--- src/rlsd_pkg.sv ---
package rlsd_pkg;

    localparam int LANES = 4;
    localparam int FIFO_DEPTH = 4;

    // reference frame positions
    localparam logic [3:0] FRAME_LAST = 4'h9;
    localparam logic [3:0] POS_ODD_PAR = 4'h4;
    localparam logic [3:0] POS_EVEN_PAR = 4'h9;
    localparam logic [3:0] HALF_START = 4'h5;
    localparam logic [3:0] HALF1_TOP = 4'h8;
    localparam logic [1:0] QUARTET_LAST = 2'h3;
    localparam logic [3:0] POS_FIRST = 4'h0;

    // timing reference toggles every eight lane bits
    localparam logic [2:0] REF_HALF_LAST = 3'h7;

    localparam int CLK_MHZ = 100;
    localparam int CLK_LOSS_NS = 1000;
    localparam int CLK_LOSS_CYC = CLK_LOSS_NS * CLK_MHZ / 1000;
    localparam int LANE_GAP_NS = 400;
    localparam int LANE_GAP_CYC = (LANE_GAP_NS * CLK_MHZ + 999) / 1000;
    localparam logic [6:0] IDLE_LAST = 7'(CLK_LOSS_CYC - 1);
    localparam logic [5:0] GAP_LAST = 6'(LANE_GAP_CYC - 1);

    typedef logic [LANES-1:0] rlsd_word_t;

    typedef struct packed {
        rlsd_word_t data;
        logic skew_ref;
        logic timing_ref;
        logic alarm;
        logic strobe;
    } rlsd_out_t;

    localparam rlsd_out_t OUT_RESET = '0;
    localparam rlsd_word_t WORD_ZERO = 4'h0;

endpackage

--- src/rlsd_top.sv ---
// Behaviour
// serial bits are distributed round-robin over four lanes
// lane 3 carries earliest bit of each quartet, lane 0 latest
// quartet alignment to the serial stream is arbitrary
// nibble-aligned input puts first nibble bit on lane 3
// each lane carries one bit of every four, quarter rate
// optional inversion of all lanes for five samples in odd half-frame
// reference lane repeats 4 samples, odd parity, 4 samples, even parity
// reference samples taken lane 3 down to lane 0
// reference samples are taken after inversion
// timing reference is 50% duty at 1/16 of lane bit rate
// timing reference paces lane and reference lane generation
// this source implements the timing reference output
// alarm status line low idle, high alarm
// alarm raised when lane data not derived from input signal
// the alarm status line is always generated
// sink may ignore the alarm status line
// sink treats the alarm status as asynchronous
// sink compares reference samples with lane bits to measure skew
// reference lane runs continuously at full lane rate; code pauses lane and reference ticks while the FIFO is empty and alarm is low
// alternating parity guarantees a transition every ten bits
// odd parity makes ones count odd, even parity makes it even
// one clock domain, a configuration bit selects inversion
`timescale 1ns/10ps

module rlsd_fifo #(
    parameter int WIDTH = 4,
    parameter int DEPTH = 4
) (
    input wire logic clk,
    input wire logic rst_n,
    input wire logic in_valid,
    output logic in_ready,
    input wire logic [WIDTH-1:0] in_data,
    output logic out_valid,
    input wire logic out_ready,
    output logic [WIDTH-1:0] out_data
);
    localparam int AW = $clog2(DEPTH);

    logic [WIDTH-1:0] mem_r [DEPTH];
    logic [AW:0] wp_r;
    logic [AW:0] wp_nxt;
    logic [AW:0] rp_r;
    logic [AW:0] rp_nxt;
    logic full;
    logic empty;

    assign full = (wp_r[AW] != rp_r[AW]) && (wp_r[AW-1:0] == rp_r[AW-1:0]);
    assign empty = (wp_r == rp_r);
    assign in_ready = !full;
    assign out_valid = !empty;
    assign out_data = mem_r[rp_r[AW-1:0]];

    always_comb begin
        wp_nxt = wp_r;
        rp_nxt = rp_r;
        if (in_valid && !full) begin
            wp_nxt = wp_r + 1'b1;
        end
        if (out_ready && !empty) begin
            rp_nxt = rp_r + 1'b1;
        end
    end

    always_ff @(posedge clk or negedge rst_n) begin
        if (!rst_n) begin
            wp_r <= '0;
            rp_r <= '0;
        end else begin
            wp_r <= wp_nxt;
            rp_r <= rp_nxt;
        end
    end

    always_ff @(posedge clk) begin
        if (in_valid && !full) begin
            mem_r[wp_r[AW-1:0]] <= in_data;
        end
    end
endmodule

module rlsd_top
    import rlsd_pkg::*;
(
    input wire logic clk,
    input wire logic rst_n,
    input wire logic rx_ser_clk,
    input wire logic rx_ser_data,
    input wire logic rx_sig_lost,
    input wire logic inv_en,
    output logic [LANES-1:0] rx_lane_data,
    output logic rx_skew_ref_lane,
    output logic rx_timing_ref,
    output logic rx_alarm_status,
    output logic rx_lane_strobe
);
    // input synchronisers; stage 0 feeds stage 1 only
    logic [2:0] sclk_r;
    logic [1:0] sdat_r;
    logic [1:0] slos_r;
    logic bit_edge;

    always_ff @(posedge clk or negedge rst_n) begin
        if (!rst_n) begin
            sclk_r <= '0;
            sdat_r <= '0;
            slos_r <= 2'h3;
        end else begin
            sclk_r <= {sclk_r[1:0], rx_ser_clk};
            sdat_r <= {sdat_r[0], rx_ser_data};
            slos_r <= {slos_r[0], rx_sig_lost};
        end
    end

    assign bit_edge = sclk_r[1] && !sclk_r[2];

    // quartet gathering
    rlsd_word_t shreg_r;
    rlsd_word_t shreg_nxt;
    logic [1:0] qcnt_r;
    logic [1:0] qcnt_nxt;
    logic push_r;
    logic push_nxt;
    rlsd_word_t word_r;
    rlsd_word_t word_nxt;

    always_comb begin
        shreg_nxt = shreg_r;
        qcnt_nxt = qcnt_r;
        push_nxt = 1'b0;
        word_nxt = word_r;
        if (bit_edge) begin
            // round-robin, first bit ends on lane 3
            shreg_nxt = {shreg_r[2:0], sdat_r[1]};
            qcnt_nxt = qcnt_r + 2'h1;
            // one word per four bits, alignment free-running
            if (qcnt_r == QUARTET_LAST) begin
                push_nxt = 1'b1;
                word_nxt = shreg_nxt;
            end
        end
    end

    always_ff @(posedge clk or negedge rst_n) begin
        if (!rst_n) begin
            shreg_r <= WORD_ZERO;
            qcnt_r <= '0;
            push_r <= 1'b0;
            word_r <= WORD_ZERO;
        end else begin
            shreg_r <= shreg_nxt;
            qcnt_r <= qcnt_nxt;
            push_r <= push_nxt;
            word_r <= word_nxt;
        end
    end

    logic fifo_in_ready;
    logic fifo_out_valid;
    logic gap_done;
    rlsd_word_t fifo_data;

    rlsd_fifo #(
        .WIDTH(LANES),
        .DEPTH(FIFO_DEPTH)
    ) u_fifo (
        .clk(clk),
        .rst_n(rst_n),
        .in_valid(push_r),
        .in_ready(fifo_in_ready),
        .in_data(word_r),
        .out_valid(fifo_out_valid),
        .out_ready(gap_done),
        .out_data(fifo_data)
    );

    // alarm: loss input, stalled serial clock, or overrun
    logic [6:0] idle_r;
    logic [6:0] idle_nxt;
    logic alarm_r;
    logic alarm_nxt;

    always_comb begin
        idle_nxt = idle_r;
        if (bit_edge) begin
            idle_nxt = '0;
        end else if (idle_r != IDLE_LAST) begin
            idle_nxt = idle_r + 7'h1;
        end
        // alarm whenever lanes not fed by the input
        alarm_nxt = slos_r[1] || (idle_r == IDLE_LAST) || (push_r && !fifo_in_ready);
    end

    always_ff @(posedge clk or negedge rst_n) begin
        if (!rst_n) begin
            idle_r <= '0;
            alarm_r <= 1'b1;
        end else begin
            idle_r <= idle_nxt;
            alarm_r <= alarm_nxt;
        end
    end

    // lane pacing, frame and reference generation
    logic [5:0] gap_r;
    logic [5:0] gap_nxt;
    logic tick;
    logic [3:0] pos_r;
    logic [3:0] pos_nxt;
    logic par_r;
    logic par_nxt;
    logic [2:0] rc_r;
    logic [2:0] rc_nxt;
    rlsd_out_t out_r;
    rlsd_out_t out_nxt;
    logic [3:0] opos_r;
    logic [3:0] opos_nxt;
    rlsd_word_t lane;
    logic [1:0] sidx;
    logic sample;

    assign gap_done = (gap_r == GAP_LAST);
    // lane ticks continue from local pacing during alarm
    assign tick = gap_done && (alarm_r || fifo_out_valid);

    always_comb begin
        gap_nxt = gap_r;
        pos_nxt = pos_r;
        par_nxt = par_r;
        rc_nxt = rc_r;
        opos_nxt = opos_r;
        out_nxt = out_r;
        out_nxt.strobe = 1'b0;
        // one-bit status, high is alarm
        out_nxt.alarm = alarm_r;
        lane = alarm_r ? WORD_ZERO : fifo_data;
        // invert during the odd half when enabled
        if (inv_en && (pos_r >= HALF_START)) begin
            lane = ~lane;
        end
        sidx = (pos_r < POS_ODD_PAR) ? 2'(QUARTET_LAST - pos_r[1:0]) : 2'(HALF1_TOP - pos_r);
        // sample the transmitted, inverted value
        sample = lane[sidx];
        if (!gap_done) begin
            gap_nxt = gap_r + 6'h1;
        end
        if (tick) begin
            gap_nxt = '0;
            out_nxt.strobe = 1'b1;
            out_nxt.data = lane;
            opos_nxt = pos_r;
            pos_nxt = (pos_r == FRAME_LAST) ? POS_FIRST : pos_r + 4'h1;
            // samples then alternating parity bits
            if (pos_r == POS_ODD_PAR) begin
                out_nxt.skew_ref = ~par_r;
            end else if (pos_r == POS_EVEN_PAR) begin
                out_nxt.skew_ref = par_r;
            end else begin
                out_nxt.skew_ref = sample;
                par_nxt = (pos_r == POS_FIRST || pos_r == HALF_START) ? sample : par_r ^ sample;
            end
            // toggle every eight lane bits
            rc_nxt = rc_r + 3'h1;
            if (rc_r == REF_HALF_LAST) begin
                out_nxt.timing_ref = ~out_r.timing_ref;
            end
        end
    end

    always_ff @(posedge clk or negedge rst_n) begin
        if (!rst_n) begin
            gap_r <= '0;
            pos_r <= POS_FIRST;
            par_r <= 1'b0;
            rc_r <= '0;
            opos_r <= POS_FIRST;
            out_r <= OUT_RESET;
        end else begin
            gap_r <= gap_nxt;
            pos_r <= pos_nxt;
            par_r <= par_nxt;
            rc_r <= rc_nxt;
            opos_r <= opos_nxt;
            out_r <= out_nxt;
        end
    end

    assign rx_lane_data = out_r.data;
    assign rx_skew_ref_lane = out_r.skew_ref;
    assign rx_timing_ref = out_r.timing_ref;
    assign rx_alarm_status = out_r.alarm;
    assign rx_lane_strobe = out_r.strobe;
    // checking helpers
    logic [9:0] hist_r;
    logic tref_d_r;
    logic [3:0] tk_r;

    always_ff @(posedge clk or negedge rst_n) begin
        if (!rst_n) begin
            hist_r <= '0;
            tref_d_r <= 1'b0;
            tk_r <= '0;
        end else begin
            if (out_r.strobe) begin
                hist_r <= {hist_r[8:0], out_r.skew_ref};
            end
            tref_d_r <= out_r.timing_ref;
            if (out_r.timing_ref != tref_d_r) begin
                tk_r <= '0;
            end else if (out_r.strobe) begin
                tk_r <= tk_r + 4'h1;
            end
        end
    end

    a_strobe_spacing: assert property (@(posedge clk) disable iff (!rst_n)
        out_r.strobe |=> !out_r.strobe [*8]) else $error("lane strobes too close");
    a_odd_parity: assert property (@(posedge clk) disable iff (!rst_n)
        out_r.strobe && opos_r == POS_ODD_PAR |=> ^hist_r[4:0]) else $error("odd parity wrong");
    a_even_parity: assert property (@(posedge clk) disable iff (!rst_n)
        out_r.strobe && opos_r == POS_EVEN_PAR |=> !(^hist_r[4:0])) else $error("even parity wrong");
    a_sample_lane: assert property (@(posedge clk) disable iff (!rst_n)
        out_r.strobe && opos_r < POS_ODD_PAR |-> out_r.skew_ref == out_r.data[2'(QUARTET_LAST - opos_r[1:0])])
        else $error("reference sample mismatch");
    // loss flop, then alarm flop, then output flop
    a_alarm_loss: assert property (@(posedge clk) disable iff (!rst_n)
        slos_r[1] |-> ##2 out_r.alarm) else $error("alarm missing on signal loss");
    a_ref_on_tick: assert property (@(posedge clk) disable iff (!rst_n)
        $changed(out_r.timing_ref) |-> out_r.strobe) else $error("timing reference moved off a tick");
    a_ref_duty: assert property (@(posedge clk) disable iff (!rst_n)
        (out_r.timing_ref != tref_d_r) |-> tk_r == 4'(REF_HALF_LAST)) else $error("timing reference half period wrong");
    a_word_push: assert property (@(posedge clk) disable iff (!rst_n)
        bit_edge && qcnt_r == QUARTET_LAST |=> push_r ##1 !push_r) else $error("quartet not pushed");
    a_inv_alarm: assert property (@(posedge clk) disable iff (!rst_n)
        out_r.strobe && out_r.alarm && $past(alarm_r, 2) && $past(inv_en) && opos_r >= HALF_START
        |-> out_r.data == ~WORD_ZERO) else $error("odd half not inverted");
endmodule

--- config.mk ---
export PLATFORM = sky130hd
export DESIGN_NAME = rlsd_top
export DESIGN_NICKNAME = d
export VERILOG_FILES = /design/src/rlsd_pkg.sv /design/src/rlsd_top.sv
export SDC_FILE = /design/constraint.sdc
export NUM_CORES = 1
export LEC_CHECK = 0
export BUFFER_PORTS_ARGS = -buffer_cell sky130_fd_sc_hd__buf_2
export CORE_ASPECT_RATIO = 1.4
export CORE_MARGIN = 2
export CORE_UTILIZATION = 61
export DETAILED_ROUTE_END_ITERATION = 16
export PLACE_DENSITY = 0.77
export SLEW_MARGIN = 30
export SYNTH_ARGS = -nofsm -noshare
export SYNTH_HDL_FRONTEND = slang
export SYNTH_HIERARCHICAL = 1
export SYNTH_SLANG_ARGS = --single-unit
--- constraint.sdc ---
create_clock -name clk -period 2.52 [get_ports clk]
set_input_delay 0 -clock clk [delete_from_list [all_inputs] [get_ports clk]]
set_output_delay 0 -clock clk [all_outputs]
set_load 0.02 [all_outputs]
==> results of run 1 <==
## metal layers
metal / vias up / part of all wire
met5: - / 0
met4: 0 / 0.021
met3: 8 / 0.022
met2: 16 / 0.54
met1: 963 / 0.42
li1: 993 / -
## worst min-delay path by stage
stage          cells past startpoint  slack, ns         endpoint
3_5_place_dp                       1       0.11        slos_r[0]
6_report                           2       0.15  rx_lane_data[0]
4_1_cts                            5       0.22  rx_lane_data[3]
5_1_grt                            2       0.22  rx_lane_data[0]
2_1_floorplan                      0      -0.30         gap_r[0]
3_3_place_gp                       1       0.11        slos_r[0]
## power by group
part | leakage, nW | internal [W] | switching, W
Clock | 0.111 | 0.000562 | 0.000428
Combinational | 0.649 | 0.000491 | 0.000543
Sequential | 0.798 | 0.00143 | 0.000272
Total | 1.56 | 0.00248 | 0.00124
## registers in the layout, indices dropped and copies added, names as in the netlist
register,cells
par_r,1
shreg_r,3
idle_r,7
word_r,4
rc_r,3
rx_alarm_status,1
pos_r,4
u_fifo/rp_r,3
u_fifo/mem_r,16
sclk_r,3
gap_r,6
qcnt_r,2
sdat_r,2
rx_lane_strobe,1
u_fifo/wp_r,3
rx_timing_ref,1
slos_r,2
rx_lane_data,4
push_r,1
rx_skew_ref_lane,1
alarm_r,1
## stage by stage
step | utilization | power [W] | instances | hold WS, ns | cell area [um^2]
3_5_place_dp | 0.6600 | 0.002747 | 346 | 0.1087 | 3405
6_report | 0.7114 | 0.003721 | 366 | 0.1518 | 3670
5_1_grt | 0.7114 | 0.003989 | 366 | 0.2160 | 3670
4_1_cts | 0.7109 | 0.003763 | 366 | 0.2163 | 3667
3_3_place_gp | 0.6600 | 0.002692 | 346 | 0.1052 | 3405
2_1_floorplan | - | 0.002495 | 269 | -0.2956 | 3258
## cell families (layout without fill, tap and decap cells)
kind of cell / Yosys count / after routing
buffers and inverters: 18 / 49
AND/OR/NAND/NOR: 86 / 86
multiplexers: 15 / 15
AO/OA/AOI/OAI: 47 / 47
flip-flops: 69 / 69
adder cells (fa/ha/maj): 13 / 13
XOR/XNOR: 21 / 21
## cells in the final DEF (no fill, tap or decap), types with 2 or more instances in the layout
cell	instances
nand3_1	15
o21ai_1	3
nor2b_1	6
bufinv_16	2
mux2_2	9
o31ai_1	2
ha_1	13
nand2_1	26
xor2_1	8
nor3_2	2
nand2b_1	3
dlygate4sd3_1	4
and2_1	5
or3_1	4
o21ai_0	17
a21oi_1	9
dfrtp_1	50
mux2i_1	2
xnor2_1	10
nor2_1	14
edfxtp_1	16
inv_1	10
buf_2	12
dfstp_2	3
clkinv_4	3
a31oi_1	2
clkbuf_8	9
buf_4	7
mux4_2	4
a211oi_2	2
## worst max-delay path, cell delays in order (launching register included)
cell      delay [ns]
dfrtp_1         0.66
mux4_2          0.57
o21ai_0         0.12
a211oi_2        0.13
o21ba_2         0.25
or3_1           0.30
nand4_1         0.07
## final cells by class
class / count / area (um^2) / share of cell area
clock buffers: 9 / 123.9 / 0.03375
clock inverters: 7 / 98.84 / 0.02693
inverters: 10 / 37.54 / 0.01023
multi-input cells: 182 / 1364 / 0.3716
flip-flops and latches: 69 / 1810 / 0.4934
well taps: 66 / 82.58 / 0.02250
repair buffers: 23 / 152.6 / 0.04160
## timing repair
| action | in CTS | in global routing |
|---|---|---|
| resized for setup | 0 | 0 |
| endpoints found under the hold margin | 39 | 0 |
| buffers inserted | 0 | 0 |
| hold buffers | 4 | 0 |
==> reports/qor.csv, run 1 <==
stage,metric,value,unit
die,pin_count,14,
logic_synthesis,synth_area,3258,um^2
timing,fin_crit,2.162,ns
power,p_per_area,1014,nW/um^2
logic_synthesis,muxShareOfSynthArea,0.06490,
critical_path,end_kind,flop,
timing,maxSlewViolCount,0,
grt,grt_max_degree,41,
clocking,cts-root-buf,clkbuf_8,
power,ir_drop,560.1,uV
logic_synthesis,ys_warn_count,6,
timing,setup_viol_count_final,0,
clocking,tritoncts,built,
timing,maxSlewHeadroom,0.6647,
timing,worst_slack,0.3583,ns
logic_synthesis,yosys.area_share.simple,0.1348,
logic_synthesis,synth_top_family_by_area,simple AND/OR/NAND/NOR gates,
die,start_util,0.6316,
clocking,cts_max_level,3,
power,p_leak,1.558,nW
grt,grt_busiest_layer,met2,
route,wl_per_cell,14.46,um
route,drt-initial-drc-count,120,
critical_path,r2r_slack,0.36,ns
route,num_vias,1980,
critical_path,cp.arrival,2.44,ns
outcome,status,"complete, no violations",
clocking,cts_buffers,9,
route,ant_nets,0,
logic_synthesis,syn-num-nets,288,
route,drtPass1Iterations,4,
timing,tightestPinTransition,0.5029,ns
logic_synthesis,synthCells,269,
critical_path,timing.rr.start,u_fifo/rp_r[0],
timing,finalHoldViolations,0,
critical_path,cp.required,2.80,ns
grt,grt_pass1_wl,9439,um
critical_path,rr_worst_depth,6,
layout,drive_above_1_share,0.2233,
logic_synthesis,yosys.area.top_type_share,0.3840,
timing,fin_setup_tns,0,ns
place,gp_congestion,0.8290,
worst_hold_path,hp-class,in -> async,
die,dieArea,5950,um^2
logic_synthesis,synth.distinct_cells,54,
logic_synthesis,synth_flop_cell,dfrtp_1,
critical_path,startpoint_type,flop,
logic_synthesis,async_flop_share,0.7681,
timing,rsz0062_at_grt,no,
logic_synthesis,ys_seq_area_frac,0.5557,
die,die_y,90.47,um
critical_path,r2r_end,par_r,
place,pre_cts_ws,0.3833,ns
critical_path,worstSetupPathType,reg -> reg,
layout,syn_to_final_growth,12.63,%
logic_synthesis,synth_area_leader_cell,dfrtp_1,
layout,n_fill_cell,384,
timing,max_freq,462.6,MHz
clocking,ctsLongestPathBuffers,2,
grt,gr-usage-met3,0.04863,
die,num_rows,31,
logic_synthesis,synth_top_cells_by_area,"dfrtp_1, edfxtp_1, ha_1",
logic_synthesis,yosysMostFrequentCell,dfrtp_1,
clocking,path_clk_slew,0.08,ns
place,hpwl,3666,um
layout,antenna_cells,0,
grt,first_global_vias,2054,
logic_synthesis,synthAdderAreaFrac,0.04992,
die,die_w,65.77,um
critical_path,cp-endpoint,par_r,
layout,nets,314,
grt,grt_usage,0.2121,
timing,worst_clock_skew,0.008128,ns
clocking,clk_latency,0.34,ns
logic_synthesis,synth_commonest_cells,"dfrtp_1, nand2_1, o21ai_0",
timing,period_share,0.8578,
logic_synthesis,syn_avg_cell_area,12.11,um^2
grt,antenna_found_initial,0,
route,drc_errors,0,
logic_synthesis,synth-compound-area-share,0.1022,
logic_synthesis,synth_xor_xnor_area_share,0.06682,
clocking,clock-sinks,69,
route,drt_wl_total,5292,um
critical_path,cp_max_fo,8,
grt,met1_usage,0.2582,
logic_synthesis,synth-edff-count,16,
place,port_buffers,13,
die,core_area,5159,um^2
critical_path,setup.worst_path.start,u_fifo/rp_r[0],
grt,met2_usage,0.3493,
route,via_per_inst,5.410,
flow_run,drv_cap,0,
logic_synthesis,synth-seq-cells,69,
grt,grt-ovfl-total,0,
(Power assumes the default switching activity.)
==> inputs of run 2 (changes only) <==
CAP_MARGIN = 20   (was not set)
CORE_UTILIZATION = 63   (was 61)
CTS_BUF_LIST = sky130_fd_sc_hd__clkbuf_4   (was not set)
PLACE_DENSITY = 0.79   (was 0.77)
==> reports/qor.csv, run 2 (synthesis gave the netlist of run 1 again) <==
stage,metric,value,unit,change
route,via_per_inst,5.466,,+1.0%
place,hpwl,3442,um,-6.1%
place,port_buffers,13,,unchanged
critical_path,critPathTopFamily,flip-flops,,
power,pwr-share-comb,0.311,,+0.033
critical_path,path_cells,"mux4_2, o21ai_0, a211oi_2, o21ba_2, or3_1, nand4_1",,
layout,final_util,0.6984,,-0.01302
timing,finalHoldViolations,0,,unchanged
timing,hold_ws,0.1385,ns,-0.01329 ns
power,seqPwrFrac,0.512,,+0.056
critical_path,r2r_slack,0.35,ns,about the same
die,core_area,5081,um^2,-1.5%
clocking,tritoncts,built,,
critical_path,cp.required,2.86,ns,+0.06 ns
layout,final_cell_mix,"dfrtp_1, nand2_1, o21ai_0",,
route,ant_nets,0,,unchanged
critical_path,end_kind,flop,,
grt,grt-ovfl-total,0,,unchanged
power,cell_internal_pwr,0.002128,W,-14%
die,die_y,89.09,um,-1.5%
timing,max_freq,460.8,MHz,-0.39%
place,gp_congestion,0.8797,,+6.1%
critical_path,r2r_end,par_r,,
critical_path,worstSetupPathType,reg -> reg,,
timing,setup_viol_count_final,0,,unchanged
route,drt-initial-drc-count,107,,-11%
layout,syn_to_final_growth,8.909,%,
grt,antenna_found_initial,0,,unchanged
layout,antenna_cells,0,,unchanged
timing,fin_crit,2.170,ns,+0.008471 ns
timing,worst_clock_skew,0.01929,ns,+0.01116 ns
route,drtPass1Iterations,4,,unchanged
layout,drive_above_1_share,0.2207,,-0.002598
layout,final_common_cell,dfrtp_1,,
critical_path,cp_max_fo,8,,unchanged
worst_hold_path,hold_end,rx_lane_data[0],,
worst_hold_path,hold_depth,5,,
grt,first_global_vias,1981,,-3.6%
critical_path,timing.rr.start,u_fifo/rp_r[0],,
route,num_vias,1995,,+0.76%
power,ir_drop,550.8,uV,-1.7%
route,drt_wl_total,4932,um,-6.8%
timing,rsz0062_at_grt,no,,
layout,nets,313,,-0.32%
route,drc_errors,0,,unchanged
flow_run,drv_cap,0,,unchanged
critical_path,rr_worst_depth,6,,unchanged
grt,grt_max_degree,54,,+32%
die,die_w,64.78,um,-1.5%
clocking,cts_setup_buffers,0,,unchanged
timing,maxSlewViolCount,0,,unchanged
timing,tightestPinTransition,0.6378,ns,+0.1349 ns
layout,largest_reg_flops,16,,unchanged
die,dieArea,5771,um^2,-3.0%
power,clkPwrFrac,0.177,,-0.089
worst_hold_path,hp-class,in -> reg,,
power,p_sw,0.001174,W,-5.5%
clocking,clk_latency,0.41,ns,+0.07 ns
critical_path,cp.arrival,2.52,ns,+0.08 ns
clocking,path_clk_slew,0.11,ns,+0.03 ns
timing,maxSlewHeadroom,0.5748,,-0.08990
outcome,status,"complete, no violations",,
route,wl_per_cell,13.51,um,-6.5%
clocking,cts_max_level,3,,unchanged
clocking,ctsLongestPathBuffers,2,,unchanged
die,num_rows,31,,unchanged
grt,grt_usage,0.1987,,-0.01338
clocking,cts_buffers,9,,unchanged
critical_path,critPathMaxStageDelay,0.68,ns,+0.02 ns
timing,period_share,0.8612,,+0.003362
die,start_util,0.6412,,+0.009643
clocking,cts-root-buf,clkbuf_4,,
critical_path,worst-path-buf-inv,0,,unchanged
timing,fin_setup_tns,0,ns,unchanged
worst_hold_path,hold_start,inv_en,,
critical_path,cp_slowest_cell,dfrtp_1,,
clocking,cts.repair.resized,0,,unchanged
power,swShare,0.3556,,+0.02163
clocking,clock-sinks,69,,unchanged
power,p_per_area,930.7,nW/um^2,-8.2%
power,p_leak,1.501,nW,-3.6%
grt,grt_pass1_wl,8452,um,-10%
critical_path,startpoint_type,flop,,
die,pin_count,14,,unchanged
==> run 2: repair_timing <==
item	CTS	global route
hold buffers	4	0
hold endpoints to repair	53	0
endpoints found under the setup margin	0	0
==> run 2: power groups by stage <==
stage	Combinational, W	Sequential [W]	Clock [W]
2_1_floorplan	0.000821	0.00167	0
3_3_place_gp	0.000988	0.00170	0
3_5_place_dp	0.00102	0.00172	0
4_1_cts	0.00103	0.00170	0.000605
5_1_grt	0.00115	0.00174	0.000657
6_report	0.00103	0.00169	0.000586
==> run 2: area by class of cell <==
class | instances | area [um^2]
sequential | 69 | 1810
inverter | 10 | 37.54
fill | 379 | 1533
tap | 66 | 82.58
timing repair buffer | 22 | 142.6
clock inverter | 5 | 28.78
multi-input combinational | 182 | 1364
clock buffer | 11 | 82.58
==> run 2: worst reg2reg max path: cells and delay by family (launching register included) <==
family	cells	cell delay, ns
flops	1	0.68
mux	1	0.58
simple gates	2	0.37
compound gates	3	0.48
==> run 2: worst max-delay path by stage <==
stage                     slack (ns)     to  cells past startpoint           start
after global placement          0.41  par_r                      6  u_fifo/rp_r[0]
after floorplan                 0.63  par_r                      7  u_fifo/rp_r[0]
after global routing            0.21  par_r                      8  u_fifo/rp_r[0]
after detailed placement        0.39  par_r                      6  u_fifo/rp_r[0]
after CTS                       0.36  par_r                      6  u_fifo/rp_r[0]
final                           0.35  par_r                      6  u_fifo/rp_r[0]
==> run 2: per-layer routing <==
metal	GRT usage	wire length, um
met5	0	0
met4	0.1006	137
met3	0.06045	157
met2	0.3580	2580
met1	0.2098	2056
==> run 2: through the flow <==
| step | cell area [um^2] | total power [W] | std cells | setup slack [ns] |
|---|---|---|---|---|
| 2_1_floorplan | 3258 | 0.002495 | 269 | 0.6300 |
| 4_1_cts | 3548 | 0.003336 | 365 | 0.3586 |
| 3_3_place_gp | 3397 | 0.002691 | 345 | 0.4132 |
| 6_report | 3548 | 0.003303 | 365 | 0.3499 |
| 3_5_place_dp | 3397 | 0.002736 | 345 | 0.3901 |
| 5_1_grt | 3548 | 0.003539 | 365 | 0.2148 |
